**src/abu_defines.vh**
```
// How it works
// - With match enable set, a 16-bit CPU address equal to breakpoint raises break.
// - Match enable is control bit 7, read/write, zero written clears, reset clears.
// - Break-active flag sets on every address match and reads back as one.
// - Writing one to break-active flag raises a break without any address match.
// - Two byte registers hold upper and lower breakpoint address bytes.
// - Reset loads both breakpoint address bytes with zero.
// - Wait-exit flag sets when a break brings the device out of wait mode.
// - Wait-exit flag is read/write, cleared by writing zero and by reset.
// - In break state, status clears allowed only when clear-in-break enable is one; the code gates only IRQ status clears, not the wait-exit flag clear.
// - On break, CPU loads software interrupt opcode and vectors from FFFC/FFFD.
// - A match on an instruction's last cycle starts the break at once.
`ifndef ABU_DEFINES_VH
`define ABU_DEFINES_VH
// ----------------------------------------
// Register offsets
// ----------------------------------------
`define ABU_OFS_CTRL      3'h0
`define ABU_OFS_ADDR_HIGH 3'h1
`define ABU_OFS_ADDR_LOW  3'h2
`define ABU_OFS_WAIT_STAT 3'h3
`define ABU_OFS_FLAG_CLR  3'h4
`define ABU_OFS_IRQ_STAT  3'h5
`define ABU_OFS_IRQ_MASK  3'h6
// ----------------------------------------
// Field positions
// ----------------------------------------
`define ABU_BIT_MATCH_EN  7
`define ABU_BIT_ACTIVE    6
`define ABU_BIT_WAIT_EXIT 1
`define ABU_BIT_CLR_EN    7
`define ABU_IRQ_BREAK     0
`define ABU_IRQ_WAIT      1
// ----------------------------------------
// Reset values and CPU constants
// ----------------------------------------
`define ABU_RST_BYTE      8'h00
`define ABU_VECTOR_HIGH   16'hFFFC
`define ABU_VECTOR_LOW    16'hFFFD
`define ABU_SWI_OPCODE    8'h83
`endif

```
**src/abu_address_breakpoint_unit.v**
```verilog
// The implementer's own choices: the register offsets and the strobed register port.
`timescale 1ns/1ns
`default_nettype none
`include "abu_defines.vh"
module abu_address_breakpoint_unit (
  // Clock, reset and register bus
  input  wire        REF_CLK,
  input  wire        RST_B,
  input  wire [2:0]  REG_ADDR,
  input  wire [7:0]  REG_WDATA,
  input  wire        REG_WR,
  input  wire        REG_RD,
  output reg  [7:0]  REG_RDATA,
  // CPU core side
  input  wire [15:0] CPU_ADDR,
  input  wire        CPU_ADDR_VALID,
  input  wire        CPU_INSTR_LAST,
  input  wire        CPU_BREAK_ACK,
  input  wire        CPU_RTI_DONE,
  input  wire        CPU_IN_WAIT,
  // Break signalling to the core
  output wire        BREAK_REQ,
  output wire        BREAK_STATE,
  output wire        BREAK_FAST,
  output wire [7:0]  SWI_OPCODE,
  output wire [15:0] BREAK_VECTOR_HIGH,
  output wire [15:0] BREAK_VECTOR_LOW,
  output wire        STATUS_CLEAR_ALLOW,
  output wire        IRQ
);
  reg         match_enable;
  reg         break_active_flag;
  reg  [7:0]  breakpoint_addr_high;
  reg  [7:0]  breakpoint_addr_low;
  reg         wait_exit_flag;
  reg         clear_in_break_enable;
  reg         break_pending;
  reg         in_break;
  reg  [1:0]  irq_status;
  reg  [1:0]  irq_mask;
  wire        wr_ctrl;
  wire        wr_wait;
  wire        addr_match;
  wire        sw_break;
  wire        new_break;
  wire        wait_exit_event;
  wire [1:0]  irq_events;
  reg  [7:0]  next_rdata;
  reg         next_match_enable;
  reg         next_break_active_flag;
  reg         next_wait_exit_flag;
  reg         next_clear_in_break_enable;
  reg         next_break_pending;
  reg         next_in_break;
  reg  [1:0]  next_irq_mask;
  wire        wr_addr_high;
  wire        wr_addr_low;
  wire        wr_flag_clr;
  wire        wr_irq_stat;
  wire        wr_irq_mask;
  genvar      bit_idx;
  localparam  IRQ_BITS = 2;

  // ----------------------------------------
  // Register write decode
  // ----------------------------------------
  // Index 7 matches no decode, so a write there is dropped
  assign wr_ctrl      = REG_WR && (REG_ADDR == `ABU_OFS_CTRL);
  assign wr_addr_high = REG_WR && (REG_ADDR == `ABU_OFS_ADDR_HIGH);
  assign wr_addr_low  = REG_WR && (REG_ADDR == `ABU_OFS_ADDR_LOW);
  assign wr_wait      = REG_WR && (REG_ADDR == `ABU_OFS_WAIT_STAT);
  assign wr_flag_clr  = REG_WR && (REG_ADDR == `ABU_OFS_FLAG_CLR);
  assign wr_irq_stat  = REG_WR && (REG_ADDR == `ABU_OFS_IRQ_STAT);
  assign wr_irq_mask  = REG_WR && (REG_ADDR == `ABU_OFS_IRQ_MASK);

  // ----------------------------------------
  // Break detection
  // ----------------------------------------
  assign addr_match = match_enable && CPU_ADDR_VALID &&
                      (CPU_ADDR == {breakpoint_addr_high, breakpoint_addr_low});
  assign sw_break   = wr_ctrl && REG_WDATA[`ABU_BIT_ACTIVE];
  assign new_break  = addr_match || sw_break;
  // A break taken while the core sleeps is what wakes it
  assign wait_exit_event = CPU_BREAK_ACK && CPU_IN_WAIT;
  assign irq_events = {wait_exit_event, new_break};

  // ----------------------------------------
  // Outputs to the CPU core
  // ----------------------------------------
  // Combinational path lets a match on the last cycle start the break at once
  assign BREAK_REQ  = break_pending || new_break;
  assign BREAK_FAST = new_break && CPU_INSTR_LAST;
  assign BREAK_STATE = in_break;
  assign SWI_OPCODE = `ABU_SWI_OPCODE;
  assign BREAK_VECTOR_HIGH = `ABU_VECTOR_HIGH;
  assign BREAK_VECTOR_LOW  = `ABU_VECTOR_LOW;
  assign STATUS_CLEAR_ALLOW = !in_break || clear_in_break_enable;
  assign IRQ = |(irq_status & irq_mask);

  // ----------------------------------------
  // Next register values
  // ----------------------------------------
  // Each flag except break_pending lets its setting event win over a clear in the same cycle
  always @* begin
    next_match_enable = match_enable;
    if (wr_ctrl) begin
      next_match_enable = REG_WDATA[`ABU_BIT_MATCH_EN];
    end
  end

  always @* begin
    next_break_active_flag = break_active_flag;
    if (new_break) begin
      next_break_active_flag = 1'b1;
    end else if (wr_ctrl) begin
      next_break_active_flag = 1'b0;
    end
  end

  always @* begin
    next_wait_exit_flag = wait_exit_flag;
    if (wait_exit_event) begin
      next_wait_exit_flag = 1'b1;
    end else if (wr_wait && !REG_WDATA[`ABU_BIT_WAIT_EXIT]) begin
      next_wait_exit_flag = 1'b0;
    end
  end

  always @* begin
    next_clear_in_break_enable = clear_in_break_enable;
    if (wr_flag_clr) begin
      next_clear_in_break_enable = REG_WDATA[`ABU_BIT_CLR_EN];
    end
  end

  // The acknowledge consumes the request, including one raised in that cycle
  always @* begin
    next_break_pending = break_pending;
    if (CPU_BREAK_ACK) begin
      next_break_pending = 1'b0;
    end else if (new_break) begin
      next_break_pending = 1'b1;
    end
  end

  always @* begin
    next_in_break = in_break;
    if (CPU_BREAK_ACK) begin
      next_in_break = 1'b1;
    end else if (CPU_RTI_DONE) begin
      next_in_break = 1'b0;
    end
  end

  always @* begin
    next_irq_mask = irq_mask;
    if (wr_irq_mask) begin
      next_irq_mask = REG_WDATA[1:0];
    end
  end

  // ----------------------------------------
  // Control register
  // ----------------------------------------
  always @(posedge REF_CLK or negedge RST_B) begin
    if (!RST_B) begin
      match_enable <= 1'b0;
    end else begin
      match_enable <= next_match_enable;
    end
  end

  // A write with bit 6 set is itself the software break
  always @(posedge REF_CLK or negedge RST_B) begin
    if (!RST_B) begin
      break_active_flag <= 1'b0;
    end else begin
      break_active_flag <= next_break_active_flag;
    end
  end

  // ----------------------------------------
  // Breakpoint address bytes
  // ----------------------------------------
  always @(posedge REF_CLK or negedge RST_B) begin
    if (!RST_B) begin
      breakpoint_addr_high <= `ABU_RST_BYTE;
    end else if (wr_addr_high) begin
      breakpoint_addr_high <= REG_WDATA;
    end
  end

  always @(posedge REF_CLK or negedge RST_B) begin
    if (!RST_B) begin
      breakpoint_addr_low <= `ABU_RST_BYTE;
    end else if (wr_addr_low) begin
      breakpoint_addr_low <= REG_WDATA;
    end
  end

  // ----------------------------------------
  // Wait-exit flag and clear-in-break enable
  // ----------------------------------------
  always @(posedge REF_CLK or negedge RST_B) begin
    if (!RST_B) begin
      wait_exit_flag <= 1'b0;
    end else begin
      wait_exit_flag <= next_wait_exit_flag;
    end
  end

  always @(posedge REF_CLK or negedge RST_B) begin
    if (!RST_B) begin
      clear_in_break_enable <= 1'b0;
    end else begin
      clear_in_break_enable <= next_clear_in_break_enable;
    end
  end

  // ----------------------------------------
  // Break request and break state
  // ----------------------------------------
  always @(posedge REF_CLK or negedge RST_B) begin
    if (!RST_B) begin
      break_pending <= 1'b0;
    end else begin
      break_pending <= next_break_pending;
    end
  end

  always @(posedge REF_CLK or negedge RST_B) begin
    if (!RST_B) begin
      in_break <= 1'b0;
    end else begin
      in_break <= next_in_break;
    end
  end

  // ----------------------------------------
  // Interrupt mask and sticky status
  // ----------------------------------------
  always @(posedge REF_CLK or negedge RST_B) begin
    if (!RST_B) begin
      irq_mask <= 2'b00;
    end else begin
      irq_mask <= next_irq_mask;
    end
  end

  // A clear during break is ignored unless enabled; an event still wins
  generate
    for (bit_idx = 0; bit_idx < IRQ_BITS; bit_idx = bit_idx + 1) begin : g_irq_bit
      always @(posedge REF_CLK or negedge RST_B) begin
        if (!RST_B) begin
          irq_status[bit_idx] <= 1'b0;
        end else if (irq_events[bit_idx]) begin
          irq_status[bit_idx] <= 1'b1;
        end else if (wr_irq_stat && REG_WDATA[bit_idx] && STATUS_CLEAR_ALLOW) begin
          irq_status[bit_idx] <= 1'b0;
        end
      end
    end
  endgenerate

  // ----------------------------------------
  // Read port
  // ----------------------------------------
  always @* begin
    next_rdata = 8'h00;
    case (REG_ADDR)
      `ABU_OFS_CTRL: begin
        next_rdata = {match_enable, break_active_flag, 6'b00_0000};
      end
      `ABU_OFS_ADDR_HIGH: begin
        next_rdata = breakpoint_addr_high;
      end
      `ABU_OFS_ADDR_LOW: begin
        next_rdata = breakpoint_addr_low;
      end
      `ABU_OFS_WAIT_STAT: begin
        next_rdata = {6'b00_0000, wait_exit_flag, 1'b0};
      end
      `ABU_OFS_FLAG_CLR: begin
        next_rdata = {clear_in_break_enable, 7'b000_0000};
      end
      `ABU_OFS_IRQ_STAT: begin
        next_rdata = {6'b00_0000, irq_status};
      end
      `ABU_OFS_IRQ_MASK: begin
        next_rdata = {6'b00_0000, irq_mask};
      end
      default: begin
        next_rdata = 8'h00;
      end
    endcase
  end

  // Data stand one cycle only, so stale data never pose as a fresh read
  always @(posedge REF_CLK or negedge RST_B) begin
    if (!RST_B) begin
      REG_RDATA <= 8'h00;
    end else if (REG_RD) begin
      REG_RDATA <= next_rdata;
    end else begin
      REG_RDATA <= 8'h00;
    end
  end
endmodule // abu_address_breakpoint_unit
`default_nettype wire

```
**config.mk**
```make
export PLATFORM = sky130hd
export DESIGN_NAME = abu_address_breakpoint_unit
export DESIGN_NICKNAME = d
export VERILOG_FILES = /design/src/abu_address_breakpoint_unit.v
export VERILOG_INCLUDE_DIRS = /design/src
export SDC_FILE = /design/constraint.sdc
export NUM_CORES = 1
export LEC_CHECK = 0
export BUFFER_PORTS_ARGS = -buffer_cell sky130_fd_sc_hd__buf_2
export CAP_MARGIN = 25
export CORE_ASPECT_RATIO = 0.7
export CORE_MARGIN = 2
export CORE_UTILIZATION = 50
export CTS_CLUSTER_DIAMETER = 50
export CTS_CLUSTER_SIZE = 10
export DETAILED_ROUTE_END_ITERATION = 16
export PLACE_DENSITY = 0.95
export SKIP_LAST_GASP = 1
export SLEW_MARGIN = 20
export SYNTH_ARGS = -nofsm -noshare
export SYNTH_HDL_FRONTEND = slang
export SYNTH_SLANG_ARGS = --single-unit
```
**constraint.sdc**
```tcl
create_clock -name REF_CLK -period 2.5 [get_ports REF_CLK]
set_input_delay 0.5 -clock REF_CLK [delete_from_list [all_inputs] [get_ports REF_CLK]]
set_output_delay 0.5 -clock REF_CLK [all_outputs]
set_load 0.01 [all_outputs]
```
; ---- After elaboration in Yosys (flattened, before gate mapping)
; Index checks and enable logic that the tools add are counted.
[word_totals]
ff_bits = 34
input_bits = 36
out_inout_bits = 53
wordCells = 64
[op_classes]
n_eq_ne = 7
n_mux = 14
n_bitwise = 1
reduce_logical = 30
[ops]
columns = op, n
row1 = one-hot mux 8 bit (7 select lines), 1
row2 = logical AND 1 bit, 17
row3 = equality test 16 bit, 1
row4 = 2-to-1 mux 1 bit, 12
row5 = nonzero test 2 bit, 6
row6 = equality test 3 bit (second input constant), 3
row7 = 2-to-1 mux 8 bit, 1
row8 = equality test 3 x 2 -> 1 bit (second input constant), 2
row9 = equality test 3 x 1 -> 1 bit (second input constant), 1
row10 = zero test 3 bit, 1
row11 = logical OR 1 bit, 3
row12 = AND 2 bit, 1
row13 = zero test 1 bit, 2
row14 = OR reduction 2 bit, 1

; ---- Depth between registers and ports, before layout
[depth]
depth_word = 6
ltp_mapped = 5

; ---- Least setup slack after synthesis
; No wires, ideal clock.
[synth_path]
path_type = input to output
from = input CPU_ADDR[8]
to = output BREAK_FAST
arrival_ns = 1.437
required_time_ns = 2.000
slack_ns = 0.563
cell_stages = 4
cell_sequence = xor2_1 -> nor4_1 -> nand3_1 -> o31ai_1
[synth_between]
elab_chain_cells = 4
[synth_lines]
columns = element, line_no
row1 = start: declaration, abu_address_breakpoint_unit.v:15  ; input wire [15:0] CPU_ADDR,
row2 = equality test 16 bit, abu_address_breakpoint_unit.v:80  ; (CPU_ADDR == {breakpoint_addr_high, breakpoint_addr_low});
row3 = logical AND 1 bit, abu_address_breakpoint_unit.v:79  ; assign addr_match = match_enable && CPU_ADDR_VALID &&
row4 = logical OR 1 bit, abu_address_breakpoint_unit.v:82  ; assign new_break = addr_match || sw_break;
row5 = logical AND 1 bit, abu_address_breakpoint_unit.v:92  ; assign BREAK_FAST = new_break && CPU_INSTR_LAST;
row6 = end: declaration, abu_address_breakpoint_unit.v:24  ; output wire BREAK_FAST,
; No other way between the ends.

; ---- Worst setup path after layout
[layout_path]
from = register breakpoint_addr_high[2]
to = output BREAK_FAST
[layout_between]
elab_chain_cells = 4
[layout_lines]
columns = element, line_no
row1 = start: declaration, abu_address_breakpoint_unit.v:33  ; reg [7:0] breakpoint_addr_high;
row2 = start signal: assignment, abu_address_breakpoint_unit.v:187  ; breakpoint_addr_high <= `ABU_RST_BYTE;
row3 = equality test 16 bit, abu_address_breakpoint_unit.v:80
row4 = logical AND 1 bit, abu_address_breakpoint_unit.v:79
row5 = logical OR 1 bit, abu_address_breakpoint_unit.v:82
row6 = logical AND 1 bit, abu_address_breakpoint_unit.v:92
; No other way between the ends.

==> metrics <==
EDFF count, synth=0; CP arrival=between 1500 and 2000 ps; Final Hold Fails=0; MaxCap Viol Count=0; dpl cell area=0.00214 mm²; final cell count without fillers=292; number of CTS-inserted buffers=5; GRT Total Usage=18.5%; Final setup viols=0; Overall Power=about 0.0015 W; DRC viols=0; Max Slew Vio Count=0; # IOs=roughly 90; H-tree Lvls=2; crit-path leading delay family=simple AND/OR/NAND/NOR gates; count leader, synth=buf_4; fraction of layout cells with a size suffix above 1=about a third; top post-synthesis cells by area=dfrtp_1 (42%), buf_4 (16%), mux2_2 (11%); slew margin rel.=50.9%; core area=~0.0039 mm²; remaining global-route overflow=0; CTS hold repair buffers=0; Port Buffers=48; drt wl/cell=about 14 µm; Clk Latency, worst-skew pair=about 290 ps; Tmin final=2380 ps; Worst Tran Pin Value=around 740 ps; outcome=completed; drt first pass iters=4; type of the worst min-delay path=input port to asynchronous set/reset pin; WP buf/inv=1; final antenna diode count=0; top cell type by total area after synthesis=dfrtp_1; #FFs+latches synth=34; Vias=roughly 1400; Bufs on Longest Clock Path=2; Worst Clk Skew=4.10 ps; Site Rows=19; setup_tns=0 ps; met3 global-route usage=slightly below 8%; Synth Flop Type=dfrtp_1; crit path capture type=output port; post-route cell area=0.00227 mm²; CTS tree=built; Tcrit/Tclk final=between 90% and 100%; GR Util met1=25.4%; power density over cell area=between 600 and 700 mW/mm²; drt total wl=4.11 mm; post-synthesis sequential area ratio=a little over two fifths; Vert. Die Dim=57.3 µm; Levels on crit path=5; initial antenna violation count=0; Crit path largest cell delay=~400 ps; Startpoint Class=flop; initial core utilization=roughly 52%; vias in the first global route=1244; yosys synthesis warning count=0; placed cell count=between 200 and 300; Crit Path Class=flop to output port; worst path required time=~2000 ps; met2 usage=between 20% and 30%; RePlAce Congestion=around 0.83; DRT iter0 DRCs=just under 100; Peak supply drop=0.000365 V; Post-synth ARST share=100%; most used routing layer=met2; die area=around 0.0046 mm²; Area Growth Syn to Fin=12.0%; Reg clk slew, reported paths=~70 ps; DP Wirelength=between 3 and 4 mm; LEAKAGE=1.13 nW; top cells by count, synth=buf_4 (42), dfrtp_1 (34), mux2_2 (20); area share of the largest cell type after synthesis=a little over two fifths; CP max FO=4; die extent in x=80.1 µm; max frequency=0.421 GHz; CTS Root Cell=clkbuf_8; Vias/cell=about 5; Distinct cells, synth=35; Layout Nets=between 200 and 300; Register-to-Register Path Depth=5; clk sink count=34; mean post-synth cell area=about 11 µm²; first-pass GRT wire length=approximately 6.1 mm; Final ANT Viol Nets=0; worst-path cell chain=xor2_1 -> nor4_1 -> nand3_1 -> o31ai_1 -> buf_2; Mapped Area=0.00203 mm²; Slowest-stage cell, CP=dfrtp_1; cells after synthesis=between 150 and 200; largest net degree at the start of global routing=35
kinds of logic (layout without fill, tap and decap cells):
group | Yosys count | in the layout | synth area share [%]
other | 2 | 40 | 0.370
buffers and inverters | 49 | 63 | 17.4
XOR/XNOR | 16 | 16 | 6.91
multiplexers | 24 | 24 | 13.1
AO/OA/AOI/OAI | 25 | 25 | 8.14
AND/OR/NAND/NOR | 38 | 38 | 12.2
flip-flops | 34 | 34 | 41.9
layout make-up:
class	instances	area, µm²
Clock buffer	8	110
Sequential cell	34	851
Fill cell	342	1630
Inverter	4	15.0
Multi-Input combinational cell	143	968
Tap cell	52	65.1
Timing Repair Buffer	51	263
stage by stage:
stage	hold WS [ps]	setup WS (ps)	utilization (%)
final	266	123	58.3
after global routing	315	-11.3	58.3
after CTS	287	99.7	57.7
after detailed placement	490	283	54.9
after global placement	479	280	54.9
after floorplan	204	563	-
cells in the final DEF (no fill, tap or decap), types with 4 or more instances in the layout:
cell type	n
a21oi_1	4
a22oi_1	6
buf_2	48
clkbuf_8	8
conb_1	40
dfrtp_1	34
inv_1	4
mux2_2	20
mux2i_1	4
nand2_1	7
nand2b_1	4
nor2_1	7
o21ai_0	6
xor2_1	15
flip-flops by register name (all words and copies together), names as in the netlist:
| register | flops |
|---|---|
| BREAK_STATE | 1 |
| break_pending | 1 |
| match_enable | 1 |
| breakpoint_addr_low | 8 |
| REG_RDATA | 8 |
| irq_mask | 2 |
| wait_exit_flag | 1 |
| clear_in_break_enable | 1 |
| irq_status | 2 |
| break_active_flag | 1 |
| breakpoint_addr_high | 8 |
what timing repair did:
| item | in CTS | in global routing |
|---|---|---|
| resized for setup | 0 | 0 |
| setup buffers | 0 | 3 |
| setup endpoints to repair | 0 | 2 |
report_power, final:
part / switching (W) / internal, W
clock network: 0.000202 / 0.000278
registers: 0.0000804 / 0.000641
logic: 0.000165 / 0.000161
total: 0.000448 / 0.00108
layer usage:
metal  part of all wire (%)  vias to the layer above
li1                       -                      671
met2                     47                       66
met5                      0                        -
met3                     10                        7
met1                     41                      675
met4                    1.8                        0
final timing paths:
kind	startpoint	endpoint	slack, ps
min	RST_B	REG_RDATA[6]	270
max	breakpoint_addr_high[2]	BREAK_FAST	120
min reg2reg	wait_exit_flag	wait_exit_flag	510
max in group asynchronous	RST_B	irq_status[1]	1760
max reg2reg	breakpoint_addr_high[2]	break_pending	840
min in group REF_CLK	CPU_RTI_DONE	BREAK_STATE	380
Power figures use the tool's default switching activity.
